===== config.mk =====
export PLATFORM = sky130hd
export DESIGN_NAME = axis_pulse_drive_profiler
export DESIGN_NICKNAME = d
export VERILOG_FILES = /design/src/logic/apd_pkg.sv /design/src/logic/axis_pulse_drive_profiler.sv /design/src/logic/apd_rate_gen.sv
export SDC_FILE = /design/constraint.sdc
export NUM_CORES = 1
export LEC_CHECK = 0
export BUFFER_PORTS_ARGS = -buffer_cell sky130_fd_sc_hd__buf_2
export CORE_UTILIZATION = 35
export DETAILED_ROUTE_END_ITERATION = 10
export PLACE_DENSITY = 0.52
export SYNTH_ARGS = -nofsm -noshare
export SYNTH_HDL_FRONTEND = slang
export SYNTH_HIERARCHICAL = 1
export SYNTH_SLANG_ARGS = --single-unit

===== constraint.sdc =====
create_clock -name mclk_i -period 16.4 [get_ports mclk_i]
set_clock_uncertainty 0.1 [all_clocks]
set_input_delay 0.82 -clock mclk_i [delete_from_list [all_inputs] [get_ports mclk_i]]
set_output_delay 0.82 -clock mclk_i [all_outputs]
set_load 0.01 [all_outputs]

===== src/logic/apd_pkg.sv =====
// shared constants for the axis pulse drive profiler
package apd_pkg;
    localparam int          PW          = 32;               // pulse count width
    localparam int          SPW         = 16;               // speed / rate width
    localparam int          ACCW        = 24;               // rate accumulator width
    localparam logic [15:0] OFFSET_RST  = 16'h0008;         // accel counter offset after reset
    localparam logic [ACCW-1:0] ACC_MAX = 24'hFFFFFF;       // phase accumulator full scale
    localparam int          TICK_DIV    = 100;              // speed update tick divider
    localparam logic [6:0]  TICK_LAST   = 7'(TICK_DIV - 1);
    // commands
    localparam logic [3:0]  CMD_NONE    = 4'h0;
    localparam logic [3:0]  CMD_FIX_POS = 4'h1;
    localparam logic [3:0]  CMD_FIX_NEG = 4'h2;
    localparam logic [3:0]  CMD_CON_POS = 4'h3;
    localparam logic [3:0]  CMD_CON_NEG = 4'h4;
    localparam logic [3:0]  CMD_DEC_STP = 4'h5;
    localparam logic [3:0]  CMD_SUD_STP = 4'h6;
    localparam logic [3:0]  CMD_DECPT   = 4'h7;             // load manual decel point
    // accel mode register bits
    localparam int          AM_MANUAL_DECEL_SELECT    = 0;
    localparam int          AM_SEPDEC   = 1;
    localparam int          AM_SCURVE   = 2;
    typedef enum logic [1:0] {
        ST_IDLE  = 2'b00,
        ST_ACCEL = 2'b01,
        ST_CONST = 2'b10,
        ST_DECEL = 2'b11
    } drv_state_t;
endpackage


===== src/logic/axis_pulse_drive_profiler.sv =====
// one axis drive profile generator: fixed and continuous pulse drive
// Behaviour
// [RQ1] fixed drive command emits exactly the loaded pulse count unaided
// [RQ2] count accel pulses, decelerate when remaining reaches it, end at last pulse
// [RQ3] host loads range, accel, initial, drive speed, count for linear fixed drive
// [RQ4] new count taken while driving; larger extends, smaller stops at once
// [RQ5] count change in S-curve may cut deceleration shape short
// [RQ6] host sets manual decel select and loads point with command 07h
// [RQ7] drive speed rewritable in linear or constant fixed drive
// [RQ8] drive speed changes ignored during S-curve fixed drive
// [RQ9] offset moves auto decel start earlier by its signed value
// [RQ10] acceleration counter offset is 8 after reset
// [RQ11] continuous drive runs until stop command or enabled stop input
// [RQ12] drive speed changes followed at any time in continuous drive
// [RQ13] decelerating stop and sudden stop commands
// [RQ14] three stop inputs with enable and level; accel drive decelerates on them
// [RQ15] constant-speed continuous drive stops at once on a stop input
// [RQ16] system wires Z-phase to input two, home one, near home zero
// [RQ17] host loads range, accel, speeds for accel continuous drive
// [RQ18] fixed or continuous command in either direction starts driving
// [RQ19] drive speed not above initial speed gives constant speed
// [RQ20] host should use low constant speed for sudden home stops
// [RQ21] separate decel enable uses the loaded deceleration value
// [RQ22] remaining counter decremented per pulse, compared with accel count plus offset
`timescale 1ns/10ps
`default_nettype none
module axis_pulse_drive_profiler import apd_pkg::*; (
    // clock and reset
    input  wire logic           mclk_i,
    input  wire logic           nrst_i,
    // command strobe
    input  wire logic           cmd_valid_i,
    input  wire logic [3:0]     cmd_i,
    // parameters
    input  wire logic [2:0]     accel_mode_register_i,
    input  wire logic [SPW-1:0] accel_i,
    input  wire logic [SPW-1:0] decel_i,
    input  wire logic [SPW-1:0] initial_speed_param_i,
    input  wire logic [SPW-1:0] drive_speed_i,
    input  wire logic           drive_speed_wr_i,
    input  wire logic [PW-1:0]  pulse_count_i,
    input  wire logic           pulse_count_wr_i,
    input  wire logic [PW-1:0]  decel_point_i,
    input  wire logic [15:0]    offset_i,
    input  wire logic           offset_wr_i,
    input  wire logic [5:0]     input_stop_mode_register_i,
    // stop pins from the motor side
    input  wire logic           zphase_stop_input_i,
    input  wire logic           home_stop_input_i,
    input  wire logic           near_home_stop_input_i,
    // drive outputs
    output logic                pulse_o,
    output logic                dir_o,
    // status
    output logic                busy_o,
    output logic [SPW-1:0]      cur_speed_o,
    output logic [PW-1:0]       remain_o
);
    // ------------------------------------------------------------
    // reset release and pin synchronisers
    // ------------------------------------------------------------
    logic [1:0] rst_sync_ff;
    logic       rst_n;
    always_ff @(posedge mclk_i or negedge nrst_i) begin
        if (!nrst_i) begin
            rst_sync_ff <= 2'b00;
        end else begin
            rst_sync_ff <= {rst_sync_ff[0], 1'b1};
        end
    end
    assign rst_n = rst_sync_ff[1];

    logic [2:0] pin_meta_ff;
    logic [2:0] pin_ff;
    always_ff @(posedge mclk_i or negedge rst_n) begin
        if (!rst_n) begin
            pin_meta_ff <= 3'b111;
            pin_ff      <= 3'b111;
        end else begin
            pin_meta_ff <= {zphase_stop_input_i, home_stop_input_i, near_home_stop_input_i};
            pin_ff      <= pin_meta_ff;
        end
    end

    // ------------------------------------------------------------
    // state
    // ------------------------------------------------------------
    typedef struct packed {
        drv_state_t     st;
        logic           fixed;
        logic           dir;
        logic           dec_stop;
        logic           manual;
        logic           scurve;
        logic [SPW-1:0] speed;
        logic [SPW-1:0] target;
        logic [PW-1:0]  remain;
        logic [PW-1:0]  acc_pulses;
        logic [PW-1:0]  dec_point;
        logic [15:0]    offset;
        logic [6:0]     tick;
        logic           pulse;
    } drv_t;
    drv_t s_ff, nxt_s;

    logic step;
    apd_rate_gen u_rate (
        .mclk_i  (mclk_i),
        .rst_n_i (rst_n),
        .run_i   (s_ff.st != ST_IDLE),
        .speed_i (s_ff.speed),
        .step_o  (step)
    );

    // stop input active: enable bit 2k, active-high bit 2k+1
    function automatic logic stop_hit(input logic [2:0] pins, input logic [5:0] mode);
        logic hit;
        hit = 1'b0;
        for (int k = 0; k < 3; k++) begin
            if (mode[2*k] && (pins[k] == mode[2*k+1])) begin
                hit = 1'b1;
            end
        end
        return hit;
    endfunction

    logic           hit;
    logic           tick_en;
    logic [PW:0]    thr;
    logic [SPW-1:0] dec_rate;
    assign hit      = stop_hit(pin_ff, input_stop_mode_register_i);
    assign tick_en  = (s_ff.tick == TICK_LAST);
    assign dec_rate = accel_mode_register_i[AM_SEPDEC] ? decel_i : accel_i; // RQ21
    // accel pulses plus signed offset, decel starts earlier by it
    assign thr = {1'b0, s_ff.acc_pulses} + {{(PW-15){s_ff.offset[15]}}, s_ff.offset}; // RQ9 RQ22

    // ------------------------------------------------------------
    // profile sequencing
    // ------------------------------------------------------------
    always_comb begin
        logic decel_now;
        decel_now = 1'b0;
        nxt_s = s_ff;
        nxt_s.pulse = 1'b0;
        nxt_s.tick = tick_en ? 7'h00 : 7'(s_ff.tick + 7'h01);
        if (offset_wr_i) begin
            nxt_s.offset = offset_i;
        end
        if (cmd_valid_i && cmd_i == CMD_DECPT) begin
            nxt_s.dec_point = decel_point_i;    // RQ6
        end
        if (s_ff.st == ST_IDLE) begin
            if (cmd_valid_i && (cmd_i == CMD_FIX_POS || cmd_i == CMD_FIX_NEG ||
                                cmd_i == CMD_CON_POS || cmd_i == CMD_CON_NEG)) begin
                nxt_s.tick = 7'h00;             // RQ18
                nxt_s.fixed      = (cmd_i == CMD_FIX_POS || cmd_i == CMD_FIX_NEG);
                nxt_s.dir        = (cmd_i == CMD_FIX_NEG || cmd_i == CMD_CON_NEG);
                nxt_s.remain     = pulse_count_i; // RQ1
                nxt_s.acc_pulses = '0;
                nxt_s.dec_stop   = 1'b0;
                nxt_s.manual     = accel_mode_register_i[AM_MANUAL_DECEL_SELECT];
                nxt_s.scurve     = accel_mode_register_i[AM_SCURVE];
                nxt_s.speed      = initial_speed_param_i;
                nxt_s.target     = drive_speed_i;
                // constant speed when drive not above initial
                nxt_s.st = (drive_speed_i <= initial_speed_param_i) ? ST_CONST : ST_ACCEL; // RQ19
                if (nxt_s.fixed && pulse_count_i == '0) begin
                    nxt_s.st = ST_IDLE;
                end
            end
        end else begin
            // drive speed rewrite, frozen in S-curve fixed drive
            if (drive_speed_wr_i && !(s_ff.fixed && s_ff.scurve)) begin
                nxt_s.target = drive_speed_i;   // RQ7 RQ8 RQ12
                if (s_ff.st == ST_CONST && drive_speed_i > s_ff.speed) begin
                    nxt_s.st = ST_ACCEL;
                end
            end
            // new count: larger extends, smaller ends at once
            if (s_ff.fixed && pulse_count_wr_i) begin
                nxt_s.remain = pulse_count_i;   // RQ4 RQ5
            end
            // per pulse bookkeeping
            if (step) begin
                nxt_s.pulse = 1'b1;
                if (s_ff.fixed) begin
                    nxt_s.remain = s_ff.remain - 32'h1; // RQ22
                end
                if (s_ff.st == ST_ACCEL) begin
                    nxt_s.acc_pulses = s_ff.acc_pulses + 32'h1; // RQ2
                end
            end
            if (s_ff.fixed && (s_ff.st == ST_ACCEL ||
                               (s_ff.st == ST_CONST && s_ff.speed > initial_speed_param_i))) begin
                decel_now = s_ff.manual ? (s_ff.remain <= s_ff.dec_point)
                                        : ({1'b0, s_ff.remain} <= thr); // RQ2 RQ9
            end
            if (s_ff.dec_stop || decel_now) begin
                nxt_s.st = ST_DECEL;
            end
            // speed ramp on the slow tick
            if (tick_en) begin
                unique case (s_ff.st)
                    ST_ACCEL: begin
                        if ({1'b0, s_ff.speed} + {1'b0, accel_i} >= {1'b0, s_ff.target}) begin
                            nxt_s.speed = s_ff.target;
                            if (!(s_ff.dec_stop || decel_now)) nxt_s.st = ST_CONST;
                        end else begin
                            nxt_s.speed = s_ff.speed + accel_i;
                        end
                    end
                    ST_CONST: begin
                        if (s_ff.speed > s_ff.target) begin
                            nxt_s.speed = s_ff.target;
                        end
                    end
                    ST_DECEL: begin
                        if ({1'b0, s_ff.speed} <= {1'b0, initial_speed_param_i} + {1'b0, dec_rate}) begin
                            nxt_s.speed = initial_speed_param_i; // creep at initial speed
                        end else begin
                            nxt_s.speed = s_ff.speed - dec_rate; // RQ21
                        end
                        if ((!s_ff.fixed || s_ff.dec_stop) && nxt_s.speed == initial_speed_param_i) begin
                            nxt_s.st = ST_IDLE;
                        end
                    end
                    ST_IDLE: nxt_s.speed = s_ff.speed;
                endcase
            end
            // stop commands
            if (cmd_valid_i && cmd_i == CMD_DEC_STP) begin
                nxt_s.dec_stop = 1'b1;          // RQ13
                if (s_ff.st == ST_CONST && s_ff.speed <= initial_speed_param_i) nxt_s.st = ST_IDLE;
            end
            // external stop in continuous drive
            if (!s_ff.fixed && hit) begin
                if (s_ff.st == ST_CONST && s_ff.speed <= initial_speed_param_i) begin
                    nxt_s.st = ST_IDLE;         // RQ15
                end else begin
                    nxt_s.dec_stop = 1'b1;      // RQ14 RQ11
                end
            end
            // fixed drive ends with last pulse or shrunk count
            if (s_ff.fixed && (nxt_s.remain == '0 ||
                               (pulse_count_wr_i && pulse_count_i < s_ff.remain))) begin
                nxt_s.st = ST_IDLE;             // RQ1 RQ4
            end
            if (cmd_valid_i && cmd_i == CMD_SUD_STP) begin
                nxt_s.st = ST_IDLE;             // RQ13
            end
        end
    end

    always_ff @(posedge mclk_i or negedge rst_n) begin
        if (!rst_n) begin
            s_ff        <= '0;
            s_ff.st     <= ST_IDLE;
            s_ff.offset <= OFFSET_RST;          // RQ10
        end else begin
            s_ff <= nxt_s;
        end
    end

    assign pulse_o     = s_ff.pulse;
    assign dir_o       = s_ff.dir;
    assign busy_o      = (s_ff.st != ST_IDLE);
    assign cur_speed_o = s_ff.speed;
    assign remain_o    = s_ff.remain;

    // ------------------------------------------------------------
    // checks
    // ------------------------------------------------------------
    AST_OFFSET_RESET: assert property (@(posedge mclk_i) $rose(rst_n) |-> s_ff.offset == OFFSET_RST) // RQ10
        else $error("offset not 8 after reset");
    AST_SUDDEN_STOP: assert property (@(posedge mclk_i) disable iff (!rst_n)
        (busy_o && cmd_valid_i && cmd_i == CMD_SUD_STP) |=> !busy_o) // RQ13
        else $error("sudden stop did not halt");
    AST_REMAIN_DEC: assert property (@(posedge mclk_i) disable iff (!rst_n)
        (busy_o && s_ff.fixed && step && !pulse_count_wr_i) |=> remain_o == $past(remain_o) - 32'h1) // RQ22
        else $error("remaining count not decremented");
    AST_FIXED_END: assert property (@(posedge mclk_i) disable iff (!rst_n)
        (busy_o && s_ff.fixed && remain_o == 32'h1 && step && !cmd_valid_i && !pulse_count_wr_i)
        |=> !busy_o) // RQ1
        else $error("fixed drive ran past last pulse");
    AST_SCURVE_HOLD: assert property (@(posedge mclk_i) disable iff (!rst_n)
        (busy_o && s_ff.fixed && s_ff.scurve) |=> s_ff.target == $past(s_ff.target)) // RQ8
        else $error("speed changed in S-curve fixed drive");
    AST_CONST_START: assert property (@(posedge mclk_i) disable iff (!rst_n)
        (!busy_o && cmd_valid_i && cmd_i == CMD_CON_POS && drive_speed_i <= initial_speed_param_i)
        |=> s_ff.st == ST_CONST) // RQ19
        else $error("constant speed not selected");
    AST_EXT_STOP: assert property (@(posedge mclk_i) disable iff (!rst_n)
        (busy_o && !s_ff.fixed && hit && s_ff.st == ST_ACCEL && !cmd_valid_i) |=> s_ff.dec_stop) // RQ14
        else $error("stop input did not request decelerating stop");
    AST_DIR: assert property (@(posedge mclk_i) disable iff (!rst_n)
        (!busy_o && cmd_valid_i && cmd_i == CMD_FIX_NEG && pulse_count_i != 32'h0) |=> dir_o && busy_o) // RQ18
        else $error("negative fixed drive not started");
endmodule // axis_pulse_drive_profiler
`default_nettype wire


===== src/logic/apd_rate_gen.sv =====
// phase accumulator turning a speed into one-cycle step enables
`timescale 1ns/10ps
`default_nettype none
module apd_rate_gen import apd_pkg::*; (
    // clock and reset
    input  wire logic           mclk_i,
    input  wire logic           rst_n_i,
    // control
    input  wire logic           run_i,
    input  wire logic [SPW-1:0] speed_i,
    // step
    output logic                step_o
);
    typedef struct packed {
        logic [ACCW:0] acc;
        logic          step;
    } rg_state_t;
    rg_state_t s_ff, nxt_s;

    // accumulate speed; carry out is one step
    always_comb begin
        nxt_s = s_ff;
        nxt_s.step = 1'b0;
        if (!run_i) begin
            nxt_s.acc = '0;
        end else begin
            nxt_s.acc = {1'b0, s_ff.acc[ACCW-1:0]} + {{(ACCW+1-SPW){1'b0}}, speed_i};
            nxt_s.step = nxt_s.acc[ACCW];
        end
    end

    always_ff @(posedge mclk_i or negedge rst_n_i) begin
        if (!rst_n_i) begin
            s_ff <= '0;
        end else begin
            s_ff <= nxt_s;
        end
    end
    assign step_o = s_ff.step;
endmodule // apd_rate_gen
`default_nettype wire


Yosys cells after proc, flatten, opt, wreduce, memory -nomap -nowiden
Cells that the tools add are included.
{ "totals": {"register_bits": 192, "output_inout_bits": 51, "word_cells": 147} }
{ "classes": {"add_sub_neg": 9, "order_cmp": 10, "eq_ne": 17, "mux": 51, "reduce_logical": 41} }
{ "op_table": {"columns": ["cell", "n"], "rows": [
  ["16-bit 2-to-1 mux", 9],
  ["64-bit 2-to-1 mux", 2],
  ["103-bit 2-to-1 mux", 1],
  ["32-bit 2-to-1 mux", 3],
  ["96-bit 2-to-1 mux", 1],
  ["32-bit zero test", 2],
  ["16-bit > comparator", 3],
  ["16-bit case mux with 3 select lines", 1],
  ["16-bit by 16-bit adder with 17-bit output", 2],
  ["32-bit by 33-bit adder with 33-bit output", 1],
  ["32-bit by 33-bit <= comparator with 1-bit output", 1],
  ["32-bit by 1-bit adder with 32-bit output (second input constant)", 1],
  ["16-bit <= comparator", 2],
  ["32-bit <= comparator", 1],
  ["32-bit less-than comparator", 1],
  ["2-bit 2-to-1 mux", 16],
  ["32-bit by 1-bit subtractor with 32-bit output (second input constant)", 1],
  ["24-bit by 16-bit adder with 25-bit output", 1],
  ["24-bit 2-to-1 mux", 1],
  ["7-bit 2-to-1 mux", 3],
  ["1-bit logical AND", 19],
  ["17-bit by 16-bit greater-or-equal comparator with 1-bit output", 1],
  ["16-bit by 17-bit <= comparator with 1-bit output", 1],
  ["16-bit adder", 1],
  ["20 further kinds", 53]
]} }

Logic depth before layout (Yosys ltp)
{ "logic_depth": {"word_depth": 19, "ltp_mapped": 27, "depth_no_buf": 23} }

Modules after synthesis
Netlist, hierarchy kept.
{ "by_module_without_submodules": {"columns": ["mod", "n_inst", "cells_per_inst", "area_per_inst_um2", "seq_area_each_um2"], "rows": [
  ["axis_pulse_drive_profiler", 1, 2138, 18121.1, 4187.8],
  ["apd_rate_gen", 1, 193, 1794.2, 625.6]
]} }

Least setup slack after synthesis
OpenSTA, ideal clock, no wires.
{ "synth_timing": {"path_type": "input-to-reg", "start": "in accel_mode_register_i[1]", "end": "reg s_ff, in the netlist cur_speed_o[7]", "arrival_time_ns": 5.878, "required_ns": 16.163, "setup_slack_ns": 10.285, "cell_stages": 26, "path_buffers": 3, "path_cell_list": "clkbuf_1 > clkbuf_1 > mux2i_1 > inv_1 > ha_1 > a21o_1 > a21oi_1 > o21bai_1 > a21oi_1 > o21ai_0 > a211oi_1 > o21ai_0 > a41o_1 > a21oi_1 > xor2_1 > ha_1 > nand3_1 > nor2_1 > nand3_1 > nand2_1 > a211oi_1 > buf_2 > mux2i_1 > mux2i_1 > a222oi_1 > a21oi_1"} }
{ "synth_via": {"elab_chain_len": 10} }
{ "synth_lines": {"columns": ["item", "line_no", "text"], "rows": [
  ["start: declaration", "axis_pulse_drive_profiler.sv:35", "input wire logic [2:0] accel_mode_register_i,"],
  ["16-bit 2-to-1 mux *", "axis_pulse_drive_profiler.sv:133", "assign dec_rate = accel_mode_register_i[AM_SEPDEC] ? decel_i : accel_i;"],
  ["16-bit by 16-bit adder with 17-bit output", "axis_pulse_drive_profiler.sv:218", "if ({1'b0, s_ff.speed} <= {1'b0, initial_speed_param_i} + {1'b0, dec_rate}) begin"],
  ["16-bit by 17-bit <= comparator with 1-bit output", "axis_pulse_drive_profiler.sv:218", null],
  ["16-bit 2-to-1 mux *", "axis_pulse_drive_profiler.sv:218", null],
  ["16-bit 2-to-1 mux *", "axis_pulse_drive_profiler.sv:203", "unique case (s_ff.st)"],
  ["16-bit 2-to-1 mux *", "axis_pulse_drive_profiler.sv:202", "if (tick_en) begin"],
  ["16-bit 2-to-1 mux *", "axis_pulse_drive_profiler.sv:152", "if (s_ff.st == ST_IDLE) begin"],
  ["16-bit case mux with 3 select lines *", "axis_pulse_drive_profiler.sv:203", null],
  ["16-bit 2-to-1 mux *", "axis_pulse_drive_profiler.sv:202", null],
  ["96-bit 2-to-1 mux *", "axis_pulse_drive_profiler.sv:152", null],
  ["end signal: assignment", "axis_pulse_drive_profiler.sv:260", "s_ff <= nxt_s;"],
  ["end: declaration", "axis_pulse_drive_profiler.sv:104", "drv_t s_ff, nxt_s;"]
]} }
Every way passes the cells marked *; elsewhere a longest branch is shown, timed or not. The select of a mux whose other input is x is not followed.
A chain may end at the register's enable or synchronous reset.

Worst setup path in the final report
{ "layout_timing": {"start": "in accel_mode_register_i[1]", "end": "reg s_ff, in the netlist cur_speed_o[15]"} }
The elaborated chain is that of the path after synthesis.

==> impl_metrics.toml <==
[grt]
antenna_found_initial = 1
grt_pass1_vias = 17592
grtUsageTotal = 0.232
grt_remaining_overflow = 0
grt_max_degree = 73
grt_pass1_wl_um = 102000

[clocking]
cts_setup_buffers = 0
cts_resized = 0
cts_buffer_depth = 2
clkSinkCount = 192
cts.clk_slew.worst_paths_ps = 80
cts-root-buf = "clkbuf_16"
cts_tree = "done"
h-tree-depth = 4
worstSkewPairLatency_ps = 500
cts_made_buffers = 17

[sta]
period_share = 0.366
drv_slew = 0
worstMarginPinSlew_ps = 1240
relSlewSlack = 0.175
period_minus_slack_ps = 6000
final-setup-viol-count = 0
hold_violations = 0
grt_setup_unrepaired = "no"
max_freq_ghz = 0.167
setup_tns_ps = 0
fin_ws_ps = 10400

[final_layout]
finalNetCount = 2917
areaGrowthSynthToFinish_pct = 10.4
nFillCells = 5797
drive_gt1_frac = 0.156

[power]
power.clock.fraction = 0.117
seqPwrFrac = 0.249
power-per-cell-area_mw_per_mm2 = 171
combPwrFrac = 0.634
p_sw_w = 0.00189
peakVddDrop_v = 0.000107
p_leak_nw = 10.4
switching_share = 0.505
power.internal_w = 0.00186

[logic_synthesis]
yosys.area.top_type = "dfrtp_1"
mappedNetlistArea_mm2 = 0.0199
synth_ff_type = "dfrtp_1"
synthArstFlopShare = 1.00
synth_cells = 2331
synth_edf_count = 0
synth_common_cells = "ha_1, dfrtp_1, a21oi_1, inv_1, nand2_1"
synth_cell_type_count = 102
synth.most_common_cell = "ha_1"
synthTopCellsByArea = "dfrtp_1, ha_1, a21oi_1"
ys_ff_latch = 192
avgSynthCellArea_um2 = 8.54
synth_warnings = 6
yosysTopAreaCellShare = 0.232
syn-num-nets = 2791
synth_seq_area_share = 0.242

[min_path]
hp-start = "pin_meta_ff[0]"
hold_class = "reg2reg"

[setup_path]
crit_path_end_kind = "register"
cp.arrival_ps = 6260
crit_fanout = 22
crit_type = "in2reg"
startpoint = "accel_mode_register_i[1]"
worst-r2r-setup-slack_ps = 10570
cp-start-kind = "input pin"
reg2reg_from = "cur_speed_o[1]"
crit_required_ps = 16660

[placed_design]
pre_cts_ws_ps = 9970
gp_congestion = 0.929
dp_hpwl_um = 52800
port_buffers = 216

[die]
die_area_mm2 = 0.0579
rows = 87
die_x_um = 241
fp.dieH_um = 241
ios = 217
start_util = 0.354
fp.coreArea_mm2 = 0.0563

[detailed_routing]
dr.first_iter.drc_count = 1420
wl_um = 67000
drt_pass1_iterations = 6
vias = 18380
via_per_inst = 5.70
drc_errors = 0
avgRoutedWirePerCell_um = 20.8
ant_nets = 0

[job]
drv_cap = 0

[run_status]
status = "finished clean"
## registers in the layout (all words and copies together) (netlist names), 2 cells and up
signal and count:
s_ff 109, remain_o 32, u_rate/s_ff 24, cur_speed_o 16, pin_ff 3, pin_meta_ff 3
rst_sync_ff 2
## final timing paths
| check | to | cells past startpoint |
|---|---|---|
| hold reg to reg | pin_ff[0] | 0 |
| min in group asynchronous | u_rate/s_ff[16] | 0 |
| setup reg to reg | cur_speed_o[15] | 20 |
| hold / removal | pin_ff[0] | 0 |
| setup / recovery | cur_speed_o[15] | 23 |
| max in group asynchronous | s_ff[153] | 1 |
## power by group through the flow
stage	Combinational, W	Clock [W]	Sequential [W]
after CTS	0.00237	0.000453	0.000940
after global routing	0.00267	0.000469	0.000958
after detailed placement	0.00235	0	0.000949
after floorplan	0.00186	0	0.000782
after global placement	0.00230	0	0.000947
final	0.00238	0.000438	0.000934
## cell type report
class	count	area, µm²	area share
antenna	1	2.50	0.000114
tap	756	946	0.0430
clock inverter	14	153	0.00694
clock buffer	17	425	0.0193
inverter	157	589	0.0268
sequential	192	4820	0.219
timing repair buffer	231	1200	0.0544
multi-input combinational	1858	13900	0.630
## metal layers
| layer | global-route usage | part of all wire | vias up |
|---|---|---|---|
| met4 | 0.0681 | 0.023 | 0 |
| met5 | 0 | 0 | - |
| li1 | - | - | 8830 |
| met2 | 0.398 | 0.48 | 544 |
| met3 | 0.0352 | 0.052 | 84 |
| met1 | 0.299 | 0.44 | 8922 |
## worst max-delay path, stage by stage
cell	delay (ps)
buf_2	400
mux2_2	410
ha_1	210
fa_1	410
a21o_1	170
a21oi_1	240
o21ai_1	150
o31ai_1	480
a21oi_1	240
a31o_2	300
a21oi_1	180
xor2_1	170
ha_1	260
nand3_1	140
nor2_1	80
nand3_1	90
nand2_1	70
a211oi_2	240
buf_4	340
mux2i_1	220
nor2_1	50
a2111oi_0	430
a31oi_1	160
## cells by family after synthesis
group           after synthesis  share of synthesized area
other cells                   1                   0.000188
buf+inv                     281                     0.0636
mux                         117                     0.0626
flops                       192                      0.242
compound gates              630                      0.207
fa+ha+maj                   294                      0.187
simple gates                688                      0.182
xor+xnor                    128                     0.0563
## timing repair
item | in CTS | in global routing
hold buffers | 1 | 0
endpoints found under the setup margin | 0 | 0
endpoints found under the hold margin | 2 | 0
## cells in the final DEF (no fill, tap or decap), types with 31 or more instances in the layout
master and n:
nand3_1 60, o21ai_0 116, inv_1 154, mux2i_1 57, mux2_2 60, nor3_1 46
nand2_1 153, a21oi_1 179, buf_2 216, a21o_1 73, xor2_1 56, nand2b_1 31
dfrtp_1 183, nand4_1 61, xnor2_1 72, nor2_1 141, ha_1 289
## through the flow
| stage | total power, W | util | cell area (µm²) | hold slack (ps) | instances |
|---|---|---|---|---|---|
| final | 0.00375 | 0.391 | 22000 | 248 | 3226 |
| after global routing | 0.00409 | 0.391 | 22000 | 249 | 3226 |
| after CTS | 0.00376 | 0.391 | 22000 | 249 | 3225 |
| after detailed placement | 0.00330 | 0.380 | 21400 | 243 | 3193 |
| after global placement | 0.00325 | 0.380 | 21400 | 239 | 3193 |
| after floorplan | 0.00264 | - | 19900 | 231 | 2331 |
(Power assumes the default switching activity.)
